`src/inc/tcas_defines.vh`:
```
/*
 * constants for the type-c audio switch control/status block: register
 * offsets, field positions, reset values and timing counts.
 * assumes a 125 MHz system clock; included by bare name.
 */
`ifndef TCAS_DEFINES_VH
`define TCAS_DEFINES_VH

// i2c
`define TCAS_I2C_ADDR 7'h42
`define TCAS_I2C_RATE_HZ 400000
// register offsets
`define TCAS_OFS_FUNC_EN 8'h12
`define TCAS_OFS_JACK_STATUS 8'h17
`define TCAS_OFS_CC_STATUS 8'h11
`define TCAS_OFS_EVENT_FLAGS 8'h18
`define TCAS_OFS_MIC_TH_LO 8'h1c
`define TCAS_OFS_MIC_TH_HI 8'h1d
`define TCAS_OFS_SOFT_RESET 8'h1e
`define TCAS_OFS_CUR_SRC 8'h1f
`define TCAS_OFS_WDOG_CFG 8'h20
`define TCAS_OFS_LEFT_DELAY 8'h21
// reset values
`define TCAS_RST_FUNC_EN 8'h00
`define TCAS_RST_MIC_TH_LO 8'h20
`define TCAS_RST_MIC_TH_HI 8'hff
`define TCAS_RST_CUR_SRC 4'h7
`define TCAS_RST_WDOG_CFG 8'h01
`define TCAS_RST_LEFT_DELAY 8'h00
`define TCAS_RST_JACK_STATUS 8'h01
// fields
`define TCAS_EVT_WDOG_BIT 3
`define TCAS_EVT_DETECT_BIT 2
`define TCAS_FEN_DETECT_BIT 0
`define TCAS_FEN_AUTOBRK_BIT 2
`define TCAS_WD_EN_BIT 7
`define TCAS_WD_SERVICE_BIT 3
// timing
`define TCAS_CLK_HZ 125000000
`define TCAS_CLK_NS 8
`define TCAS_DELAY_STEP_US 400
`define TCAS_DELAY_STEP_CYC ((`TCAS_DELAY_STEP_US * 1000) / `TCAS_CLK_NS)
`define TCAS_MICGND_US 50
`define TCAS_MICGND_CYC ((`TCAS_MICGND_US * 1000 + `TCAS_CLK_NS - 1) / `TCAS_CLK_NS)
`define TCAS_WD_HALF_SEC_MS 500
`define TCAS_WD_HALF_SEC_CYC ((`TCAS_WD_HALF_SEC_MS * 125000))

`endif

```
`src/hdl/tcas_ctrl.v`:
```
/*
 * control/status logic of a type-c audio switch behind an i2c slave port.
 * assumes SCL/SDA and the analog detector levels come from outside the
 * SYS_CLK domain; the analog switch matrix sits outside and follows
 * the switch enables driven here.
 */
// How it works
// bit3: sbu2 mic, sbu1 ground headset
// bit2: sbu1 mic, sbu2 ground headset
// bit1 three-contact, bit0 nothing attached
// bit3 flag on guard timeout, read clears
// bit2 flag when detection completes
// threshold low resets to 0x20
// threshold high resets to 0xff
// soft reset bit resets register logic
// 4-bit current code, resets to 0111
// guard enable at bit 7
// 3-bit period selects 0.5s to 5min
// unserviced guard forces first usb path
// left switch delayed code times 400us
// overvoltage opens path, flags the pin
// cc level reported as two bits
// auto-break only with enable bit 2
// cc rise grounds mic pin 50us
// detection runs while enable bit 0
// switches open during detection
// switches close per detected type
// i2c slave, fast mode 400kHz
// master stops after single read byte
// detection enable self-clears when done
// overvoltage threshold field, resets 00
// write: addr, reg, data; read repeated start
// read-clear only after byte was sent
`timescale 1ns/1ps
`default_nettype none
`include "tcas_defines.vh"

module tcas_ctrl #(
    parameter [31:0] WD_HALF_SEC_CYC = `TCAS_WD_HALF_SEC_CYC, // shorten in sim
    parameter [31:0] STEP_CYC = `TCAS_DELAY_STEP_CYC // 400us step, shorten in sim
) (
    input wire SYS_CLK,
    input wire RST,
    input wire SCL_IN,
    input wire SDA_IN,
    output reg SDA_OE,
    input wire CC_SENSE_INPUT,
    input wire [3:0] OVP_TRIP,
    input wire [1:0] PLUG_TYPE,
    input wire DETECT_DONE,
    output reg DETECT_RUN,
    output reg [7:0] MIC_TH_LO,
    output reg [7:0] MIC_TH_HI,
    output reg [3:0] CUR_SRC,
    output reg [1:0] OVP_LEVEL,
    output reg [3:0] OVP_FLAGS,
    output reg [3:0] PATH_OPEN,
    output reg FIRST_USB_PATH,
    output reg SW_RIGHT,
    output reg SW_LEFT,
    output reg SW_GND_SENSE,
    output reg SW_MIC,
    output reg SW_AUDIO_GND,
    output reg MIC_PIN_GND
);
    // two-flop synchronisers; first stage read only by second
    reg [9:0] s1_q;
    reg [9:0] s2_q;
    reg scl_d_q; // delayed synced scl for edges
    reg sda_d_q;
    always @(posedge SYS_CLK) begin
        if (RST) begin
            s1_q <= 10'h003;
            s2_q <= 10'h003;
            scl_d_q <= 1'b1;
            sda_d_q <= 1'b1;
        end else begin
            s1_q <= {PLUG_TYPE, OVP_TRIP, DETECT_DONE, CC_SENSE_INPUT, SDA_IN, SCL_IN};
            s2_q <= s1_q;
            scl_d_q <= s2_q[0];
            sda_d_q <= s2_q[1];
        end
    end
    wire scl = s2_q[0];
    wire sda = s2_q[1];
    wire cc_lvl = s2_q[2];
    wire det_done = s2_q[3];
    wire [3:0] overvoltage_shutoff = s2_q[7:4];
    wire [1:0] plug = s2_q[9:8];
    wire scl_rise = scl & ~scl_d_q;
    wire scl_fall = ~scl & scl_d_q;
    wire start_c = scl & scl_d_q & sda_d_q & ~sda;
    wire stop_c = scl & scl_d_q & ~sda_d_q & sda;

    // i2c slave states, one-hot
    localparam [5:0] ST_IDLE = 6'b000001;
    localparam [5:0] ST_ADDR = 6'b000010;
    localparam [5:0] ST_REG = 6'b000100;
    localparam [5:0] ST_WDATA = 6'b001000;
    localparam [5:0] ST_RDATA = 6'b010000;
    localparam [5:0] ST_RACK = 6'b100000;
    reg [5:0] st_q;
    reg [3:0] bit_q; // bit count, 8 = ack slot
    reg [7:0] sh_q; // shift register
    reg [7:0] ptr_q; // register pointer
    reg ack_q; // we drive ack in this slot
    reg rd_evt_q; // event register byte sent, clear pending
    reg wr_q; // one-cycle write strobe
    reg [7:0] wr_addr_q;
    reg [7:0] wr_data_q;

    // register file
    reg [7:0] fen_q; // function enable
    reg [7:0] wd_q; // guard config
    reg [7:0] ldly_q; // left delay code
    reg [7:0] evt_q; // event flags
    reg [7:0] jack_q; // jack status
    reg sreset; // soft reset pulse

    // read mux
    reg [7:0] rd_val;
    always @* begin
        case (ptr_q)
            `TCAS_OFS_FUNC_EN: rd_val = fen_q;
            `TCAS_OFS_CC_STATUS: rd_val = {6'h00, cc_lvl, ~cc_lvl};
            `TCAS_OFS_JACK_STATUS: rd_val = jack_q;
            `TCAS_OFS_EVENT_FLAGS: rd_val = evt_q;
            `TCAS_OFS_MIC_TH_LO: rd_val = MIC_TH_LO;
            `TCAS_OFS_MIC_TH_HI: rd_val = MIC_TH_HI;
            `TCAS_OFS_SOFT_RESET: rd_val = 8'h00;
            `TCAS_OFS_CUR_SRC: rd_val = {4'h0, CUR_SRC};
            `TCAS_OFS_WDOG_CFG: rd_val = wd_q;
            `TCAS_OFS_LEFT_DELAY: rd_val = ldly_q;
            default: rd_val = 8'h00; // unmapped reads zero
        endcase
    end

    // i2c slave engine; soft reset leaves a transfer alive
    always @(posedge SYS_CLK) begin
        wr_q <= 1'b0;
        rd_evt_q <= 1'b0;
        if (RST) begin
            st_q <= ST_IDLE;
            bit_q <= 4'h0;
            sh_q <= 8'h00;
            ptr_q <= 8'h00;
            ack_q <= 1'b0;
            SDA_OE <= 1'b0;
            wr_addr_q <= 8'h00;
            wr_data_q <= 8'h00;
        end else if (start_c) begin
            st_q <= ST_ADDR;
            bit_q <= 4'h0;
            SDA_OE <= 1'b0;
            ack_q <= 1'b0;
        end else if (stop_c) begin
            st_q <= ST_IDLE;
            SDA_OE <= 1'b0;
        end else if (scl_rise && !(st_q == ST_IDLE)) begin
            if (bit_q != 4'h8) begin
                sh_q <= {sh_q[6:0], sda};
                bit_q <= bit_q + 4'h1;
            end else begin
                bit_q <= 4'h0;
                if (st_q == ST_RACK && sda)
                    st_q <= ST_IDLE; // master nack ends read
            end
        end else if (scl_fall && !(st_q == ST_IDLE)) begin
            if (bit_q == 4'h8) begin
                // ack slot begins
                case (st_q)
                    ST_ADDR: begin
                        if (sh_q[7:1] == `TCAS_I2C_ADDR) begin
                            ack_q <= 1'b1;
                            SDA_OE <= 1'b1;
                            st_q <= sh_q[0] ? ST_RDATA : ST_REG;
                        end else begin
                            st_q <= ST_IDLE; // not ours
                        end
                    end
                    ST_REG: begin
                        ptr_q <= sh_q;
                        SDA_OE <= 1'b1;
                        st_q <= ST_WDATA;
                    end
                    ST_WDATA: begin
                        wr_q <= 1'b1;
                        wr_addr_q <= ptr_q;
                        wr_data_q <= sh_q;
                        ptr_q <= ptr_q + 8'h01;
                        SDA_OE <= 1'b1;
                    end
                    ST_RACK: begin
                        SDA_OE <= 1'b0; // master acks
                        if (ptr_q == `TCAS_OFS_EVENT_FLAGS)
                            rd_evt_q <= 1'b1;
                        ptr_q <= ptr_q + 8'h01;
                    end
                    default: st_q <= ST_IDLE;
                endcase
            end else if (bit_q == 4'h0 && st_q == ST_RDATA && ack_q) begin
                // ack done, load first read bit
                ack_q <= 1'b0;
                sh_q <= rd_val;
                SDA_OE <= ~rd_val[7];
                st_q <= ST_RACK;
            end else if (bit_q == 4'h0 && st_q == ST_RACK) begin
                sh_q <= rd_val; // next byte after master ack
                SDA_OE <= ~rd_val[7];
            end else if (st_q == ST_RACK) begin
                SDA_OE <= ~sh_q[7]; // shifted value drives next bit
            end else begin
                SDA_OE <= 1'b0; // release after ack
            end
        end
    end

    localparam [3:0] DS_IDLE = 4'b0001;
    localparam [3:0] DS_RUN = 4'b0010;
    localparam [3:0] DS_WAIT = 4'b0100;
    localparam [3:0] DS_ON = 4'b1000;
    reg [3:0] ds_q;
    reg [15:0] ldly_cyc_q; // cycles within one step
    reg [7:0] ldly_cnt_q; // steps done
    wire det_fin = (ds_q == DS_RUN) && det_done;
    reg cc_d_q;
    reg [13:0] gnd_cnt_q;
    localparam [13:0] GND_CYC = `TCAS_MICGND_CYC;
    wire autobrk = fen_q[`TCAS_FEN_AUTOBRK_BIT] && SW_LEFT && SW_RIGHT && SW_AUDIO_GND;

    // register writes; soft reset is write-and-clear
    always @(posedge SYS_CLK) begin
        sreset <= 1'b0;
        if (RST || sreset) begin
            fen_q <= `TCAS_RST_FUNC_EN;
            MIC_TH_LO <= `TCAS_RST_MIC_TH_LO;
            MIC_TH_HI <= `TCAS_RST_MIC_TH_HI;
            CUR_SRC <= `TCAS_RST_CUR_SRC;
            wd_q <= `TCAS_RST_WDOG_CFG;
            ldly_q <= `TCAS_RST_LEFT_DELAY;
        end else begin
            if (wr_q) begin
                case (wr_addr_q)
                    `TCAS_OFS_FUNC_EN: fen_q <= wr_data_q;
                    `TCAS_OFS_MIC_TH_LO: MIC_TH_LO <= wr_data_q;
                    `TCAS_OFS_MIC_TH_HI: MIC_TH_HI <= wr_data_q;
                    `TCAS_OFS_SOFT_RESET: sreset <= wr_data_q[0];
                    `TCAS_OFS_CUR_SRC: CUR_SRC <= wr_data_q[3:0];
                    `TCAS_OFS_WDOG_CFG: wd_q <= {wr_data_q[7], 3'b000, wr_data_q[3:0]};
                    `TCAS_OFS_LEFT_DELAY: ldly_q <= wr_data_q;
                    default: ;
                endcase
            end
            if (det_fin)
                fen_q[`TCAS_FEN_DETECT_BIT] <= 1'b0;
        end
    end

    // guard timer: period table in half seconds
    reg [9:0] halves;
    always @* begin
        case (wd_q[2:0])
            3'd0: halves = 10'd1;
            3'd1: halves = 10'd2;
            3'd2: halves = 10'd4;
            3'd3: halves = 10'd10;
            3'd4: halves = 10'd20;
            3'd5: halves = 10'd60;
            3'd6: halves = 10'd120;
            default: halves = 10'd600;
        endcase
    end
    reg [31:0] wd_cyc_q;
    reg [9:0] wd_half_q;
    reg wd_exp_q; // expiry pulse
    always @(posedge SYS_CLK) begin
        wd_exp_q <= 1'b0;
        if (RST || sreset || !wd_q[`TCAS_WD_EN_BIT] || wd_q[`TCAS_WD_SERVICE_BIT]) begin
            wd_cyc_q <= 32'h0000_0000;
            wd_half_q <= 10'h000;
        end else if (wd_cyc_q == WD_HALF_SEC_CYC - 32'h0000_0001) begin
            wd_cyc_q <= 32'h0000_0000;
            if (wd_half_q == halves - 10'h001) begin
                wd_half_q <= 10'h000;
                wd_exp_q <= 1'b1;
            end else begin
                wd_half_q <= wd_half_q + 10'h001;
            end
        end else begin
            wd_cyc_q <= wd_cyc_q + 32'h0000_0001;
        end
    end

    // detection sequencer, one-hot
    always @(posedge SYS_CLK) begin
        if (RST || sreset || wd_exp_q) begin
            ds_q <= DS_IDLE;
            DETECT_RUN <= 1'b0;
            jack_q <= `TCAS_RST_JACK_STATUS;
            {SW_RIGHT, SW_LEFT, SW_GND_SENSE, SW_MIC, SW_AUDIO_GND} <= 5'b00000;
            ldly_cyc_q <= 16'h0000;
            ldly_cnt_q <= 8'h00;
        end else begin
            case (ds_q)
                DS_IDLE: begin
                    if (fen_q[`TCAS_FEN_DETECT_BIT]) begin
                        ds_q <= DS_RUN;
                        DETECT_RUN <= 1'b1;
                        {SW_RIGHT, SW_LEFT, SW_GND_SENSE, SW_MIC, SW_AUDIO_GND} <= 5'b00000;
                    end
                end
                DS_RUN: begin
                    if (det_done) begin
                        DETECT_RUN <= 1'b0;
                        case (plug)
                            2'd1: jack_q <= 8'h08;
                            2'd2: jack_q <= 8'h04;
                            2'd3: jack_q <= 8'h02;
                            default: jack_q <= 8'h01;
                        endcase
                        ds_q <= (plug == 2'd0) ? DS_IDLE : DS_WAIT;
                        SW_RIGHT <= (plug != 2'd0);
                        SW_GND_SENSE <= (plug != 2'd0);
                        SW_AUDIO_GND <= (plug != 2'd0);
                        SW_MIC <= plug[1] ^ plug[0]; // four-contact only
                        ldly_cyc_q <= 16'h0000;
                        ldly_cnt_q <= 8'h00;
                    end
                end
                DS_WAIT: begin
                    // left switch held off for code x 400us
                    if (ldly_cnt_q == ldly_q) begin
                        SW_LEFT <= 1'b1;
                        ds_q <= DS_ON;
                    end else if (ldly_cyc_q == STEP_CYC[15:0] - 16'h0001) begin
                        ldly_cyc_q <= 16'h0000;
                        ldly_cnt_q <= ldly_cnt_q + 8'h01;
                    end else begin
                        ldly_cyc_q <= ldly_cyc_q + 16'h0001;
                    end
                end
                DS_ON: begin
                    if (fen_q[`TCAS_FEN_DETECT_BIT])
                        ds_q <= DS_IDLE; // rerun requested
                    if (gnd_cnt_q != 14'h0000 || (cc_lvl && !cc_d_q && autobrk))
                        SW_MIC <= 1'b0;
                end
                default: ds_q <= DS_IDLE;
            endcase
        end
    end

    // mic auto-break: ground pulse then high-z
    always @(posedge SYS_CLK) begin
        if (RST || sreset) begin
            cc_d_q <= 1'b0;
            gnd_cnt_q <= 14'h0000;
            MIC_PIN_GND <= 1'b0;
        end else begin
            cc_d_q <= cc_lvl;
            if (cc_lvl && !cc_d_q && autobrk) begin
                gnd_cnt_q <= GND_CYC;
                MIC_PIN_GND <= 1'b1;
            end else if (gnd_cnt_q != 14'h0000) begin
                gnd_cnt_q <= gnd_cnt_q - 14'h0001;
                MIC_PIN_GND <= (gnd_cnt_q != 14'h0001);
            end
        end
    end

    // event flags: set wins over read-clear
    always @(posedge SYS_CLK) begin
        if (RST || sreset) begin
            evt_q <= 8'h00;
        end else begin
            evt_q <= (rd_evt_q ? 8'h00 : evt_q)
                | ({7'h00, wd_exp_q} << `TCAS_EVT_WDOG_BIT)
                | ({7'h00, det_fin} << `TCAS_EVT_DETECT_BIT);
        end
    end

    // overvoltage, threshold level and usb fallback
    always @(posedge SYS_CLK) begin
        if (RST || sreset) begin
            OVP_LEVEL <= 2'b00;
            OVP_FLAGS <= 4'h0;
            PATH_OPEN <= 4'h0;
            FIRST_USB_PATH <= 1'b0;
        end else begin
            OVP_LEVEL <= fen_q[7:6];
            OVP_FLAGS <= OVP_FLAGS | overvoltage_shutoff;
            PATH_OPEN <= overvoltage_shutoff;
            if (wd_exp_q)
                FIRST_USB_PATH <= 1'b1;
            else if (ds_q == DS_RUN)
                FIRST_USB_PATH <= 1'b0;
        end
    end
endmodule
`default_nettype wire

```
`config.mk`:
```
export PLATFORM = sky130hd
export DESIGN_NAME = tcas_ctrl
export DESIGN_NICKNAME = d
export VERILOG_FILES = /design/src/hdl/tcas_ctrl.v
export VERILOG_INCLUDE_DIRS = /design/src /design/src/inc
export SDC_FILE = /design/constraint.sdc
export NUM_CORES = 1
export LEC_CHECK = 0
export ABC_AREA = 0
export BUFFER_PORTS_ARGS = -buffer_cell sky130_fd_sc_hd__buf_4
export CAP_MARGIN = 0
export CORE_UTILIZATION = 31
export CTS_CLUSTER_SIZE = 8
export DETAILED_ROUTE_END_ITERATION = 6
export GPL_ROUTABILITY_DRIVEN = 0
export GPL_TIMING_DRIVEN = 1
export HOLD_SLACK_MARGIN = 0.02
export PLACE_DENSITY_LB_ADDON = 0.08
export SLEW_MARGIN = 20
export SYNTH_ARGS = -nofsm -noshare
export SYNTH_HDL_FRONTEND = slang
export SYNTH_SLANG_ARGS = --single-unit
```
`constraint.sdc`:
```
create_clock -name SYS_CLK -period 3.04 [get_ports SYS_CLK]
set_input_delay 0.304 -clock SYS_CLK [delete_from_list [all_inputs] [get_ports SYS_CLK]]
set_output_delay 0.304 -clock SYS_CLK [all_outputs]
set_load 0.03 [all_outputs]
```
==> PnR_summary.wiki <==
{| class="wikitable"
! Metric !! Value
|-
| Outcome || finished, final reports clean
|-
| Highest clock rate || 385 MHz
|-
| Antenna violations before repair || 0
|-
| Via count || ~9200
|-
| Avg Vias per Cell || ~5.2
|-
| Insertion delay of the later-clocked pin in the worst-skew pair || 540 ps
|-
| Maximum root-to-sink buffer count || 3
|-
| Remaining routing DRC violations || 0
|-
| Netlist cell types || 66
|-
| Post-CTS clock slew at the launch and capture registers of the worst setup and hold paths || around 50 ps
|-
| Final Power || 6.68 mW
|-
| Syn. warnings || 0
|-
| Horizontal extent of the die || approximately 190 um
|-
| Largest stage delay, worst path || ~530 ps
|-
| Launch point of the worst path || bit_q[0]
|-
| Final period utilization || between 80% and 90%
|-
| Max-Cap Viols || 0
|-
| Post-Layout Inst Area || between 10000 and 15000 um^2
|-
| R2R setup slack || 440 ps
|-
| Most frequent cell after synthesis || dfxtp_1
|-
| Netlist area before placement || about 11000 um^2
|-
| Capturing element type of the critical path || register
|-
| Total Die Area || between 30000 and 40000 um^2
|-
| Layout cell share with drive strength beyond 1 || 11.6%
|-
| Post-synth top flop || dfxtp_1
|-
| Max rail drop VDD || approximately 0.39 mV
|-
| Number of clock sinks seen by CTS || 218
|-
| Cell type contributing the most total cell area after synthesis || dfxtp_1
|-
| Ant diodes || 0
|-
| Path category of the worst min-delay check || input pin to register
|-
| Detailed Place HPWL || roughly 21000 um
|-
| Total count of max-transition violations in the final report || 0
|-
| Number of port buffers || 50
|-
| Count of cells along the worst register-to-register path || 7
|-
| Die height || roughly 190 um
|-
| Top-area cell type share of the netlist area || about two fifths
|-
| CP Launch Type || register
|-
| Data arrival at the endpoint of the critical path || 3010 ps
|-
| Power per unit of standard cell area || 536 nW/um^2
|-
| Worst path slowest cell || or4_4
|-
| Max transition margin || 48.8%
|-
| Synthesized netlist cell count || roughly 1200
|-
| Required time reported for the critical path endpoint || approximately 3500 ps
|-
| Critical Path Fanout Max || 6
|-
| Time the final worst path needs with I/O delays and setup || about 2600 ps
|-
| Maximum number of pins on one net before global-route repair || 43
|-
| Critical path type || register to register
|-
| Total iterations of the first detailed-routing run || 7
|-
| Setup repair after global routing missed its margin || false
|-
| Most common library cells after synthesis || 218 x dfxtp_1, 144 x nor2_1, 107 x nand2_1, 66 x mux2i_1, 64 x clkbuf_1
|-
| Count of cells resized by post-cts repair || 0
|-
| Per-instance average area after synthesis || 8.57 um^2
|-
| Antenna Nets Post-Route || 0
|-
| Combined global-route utilization of all metal layers || between 15 and 20%
|-
| Area after DPL || around 12000 um^2
|-
| Slew at the pin closest to its max-slew limit || 764 ps
|-
| I/O pin count || roughly 50
|-
| FF-to-FF End || st_q[0]
|-
| Number of nets in the final layout || about 1300
|-
| Setup WS pre-CTS || roughly 460 ps
|-
| Area added between synthesis and finish || 17.2%
|-
| Worst reg2reg startpoint || bit_q[0]
|-
| Gr ovfl total || 0
|-
| Setup-failing EPs final || 0
|-
| Worst setup path end || st_q[0]
|-
| Wire length of the first global-routing pass || between 40000 and 50000 um
|-
| Routed wirelength normalized by instance count || 17.1 um
|-
| Root cell of the clock tree || clkbuf_16
|-
| Worst Min Path Start || RST
|-
| Flops & latches, synth || 218
|-
| Detailed-route wire length || just under 30000 um
|-
| Static Leakage || approximately 4.3 nW
|-
| Dominant cells by area after synthesis || dfxtp_1 41%, mux2i_1 6.2%, nor2_1 5.1%
|-
| Fraction of registers with async set or reset after synthesis || 0%
|-
| CTS tree || yes
|-
| Initial Util || 31.6%
|-
| Placeable core region || between 30000 and 40000 um^2
|-
| Setup_tns || 0 ps
|-
| Count of endpoints failing hold in the final timing report || 0
|-
| Vias in the first global route || approximately 8700
|-
| Cell chain of the critical path || inv_1 -> ha_1 -> or3b_2 -> or4_4 -> a31oi_4 -> nor2_1 -> or4_1
|-
| Setup WS post-layout || between 400 and 500 ps
|-
| CTS HTree Levels || 1
|-
| Nets in the synthesized netlist || ~1300
|-
| Sequential fraction of the synthesis area || about two fifths
|-
| Initial drt markers || 497
|-
| Number of enable flip-flop cells after synthesis || 0
|-
| Clock skew after layout || around 12 ps
|-
| Floorplan row count || 67
|-
| Total clock buffers created by CTS || 31
|}
[per-stage QoR]
stage | util, % | instances | hold slack (ps)
6_report | 37.1 | 1746 | 145
4_1_cts | 37.1 | 1746 | 117
3_3_place_gp | 34.4 | 1703 | 393
5_1_grt | 37.1 | 1746 | 134
2_1_floorplan | - | 1241 | 389
3_5_place_dp | 34.4 | 1703 | 394
[per-layer routing]
metal | GRT usage, % | wire length, um | share of wire, %
met1 | 23.5 | 14400 | 48
met5 | 0 | 0 | 0
met3 | 2.46 | 1200 | 4.0
met4 | 5.14 | 778 | 2.6
met2 | 27.4 | 13400 | 45
[worst min path at each step]
stage	to	slack, ps	depth (start not counted)
floorplan	s2_q[0]	390	1
global placement	s2_q[0]	390	1
detailed placement	s2_q[0]	390	1
CTS	wr_addr_q[2]	120	2
global route	s2_q[8]	130	2
finish	wr_addr_q[2]	150	2
[worst max-delay path, delay by kind of cell, from the launching register on]
family	cells	cell delay [ps]
fa+ha+maj	1	190
flops	1	330
buf+inv	1	90
compound gates	1	240
simple gates	4	1610
[registers in the layout, indices dropped and copies added (netlist names), 5 cells and up]
name and count:
ldly_cyc_q 16, wr_data_q 8, s1_q 10, sh_q 8
s2_q 10, MIC_TH_HI 8, st_q 6, wd_cyc_q 32
wr_addr_q 8, wd_q 5, gnd_cnt_q 14, ptr_q 8
MIC_TH_LO 8, wd_half_q 10, ldly_cnt_q 8, fen_q 8
ldly_q 8
[layout make-up]
class / count / area (um^2)
clock buffers: 32 / 779
multi-input cells: 924 / 5900
inverters: 27 / 101
flip-flops and latches: 218 / 4360
fillers: 3477 / 21200
clock inverters: 1 / 7.51
repair buffers: 96 / 746
well taps: 448 / 561
[power by group]
group	switching, mW	internal [mW]
registers	0.0722	2.95
clock network	1.18	1.77
logic	0.407	0.296
total	1.66	5.02
[cells in the final DEF (no fill, tap or decap), types with 4 or more instances in the layout]
| cell type | synthesis | routed |
|---|---|---|
| dfxtp_1 | 218 | 218 |
| nor2_1 | 144 | 143 |
| nand2_1 | 107 | 107 |
| buf_4 | 3 | 86 |
| mux2i_1 | 66 | 66 |
| a21oi_1 | 60 | 60 |
| nand3_1 | 56 | 56 |
| xnor2_1 | 48 | 48 |
| nor3_1 | 42 | 42 |
| nor4_1 | 32 | 32 |
| clkbuf_16 | 0 | 31 |
| inv_1 | 27 | 27 |
| nand4_1 | 26 | 26 |
| nor2b_1 | 25 | 25 |
| o21ai_0 | 22 | 22 |
| or4_1 | 19 | 19 |
| and3_1 | 18 | 18 |
| ha_1 | 18 | 18 |
| or2_2 | 15 | 15 |
| o31ai_1 | 16 | 15 |
| xor2_1 | 15 | 15 |
| nor4b_1 | 15 | 13 |
| a211oi_1 | 13 | 13 |
| nor3b_1 | 12 | 12 |
| and2_1 | 12 | 12 |
| a311oi_1 | 12 | 12 |
| and4_1 | 11 | 11 |
| or3_1 | 10 | 10 |
| dlygate4sd3_1 | 0 | 10 |
| nand3b_1 | 9 | 9 |
| nand2b_1 | 8 | 8 |
| a2111o_1 | 7 | 7 |
| o211ai_1 | 7 | 7 |
| a31oi_1 | 6 | 6 |
| o21a_1 | 5 | 5 |
| a32o_1 | 4 | 4 |
| a21o_1 | 4 | 4 |
| o2bb2ai_1 | 4 | 4 |
| a22oi_1 | 4 | 4 |
[kinds of logic after synthesis]
group | count (synthesis) | share of synthesized area [%]
buffers and inverters | 99 | 3.64
adder cells (fa/ha/maj) | 18 | 2.12
multiplexers | 69 | 6.53
XOR/XNOR | 63 | 5.19
AND/OR/NAND/NOR | 577 | 28.4
flip-flops | 218 | 41.0
AO/OA/AOI/OAI | 197 | 13.1
[timing repair]
item,in CTS,in global routing
endpoints found under the setup margin,0,0
setup buffers,0,0
hold endpoints to repair,10,0
hold buffers,10,0
No activity file was read; power rests on OpenSTA's default activity.
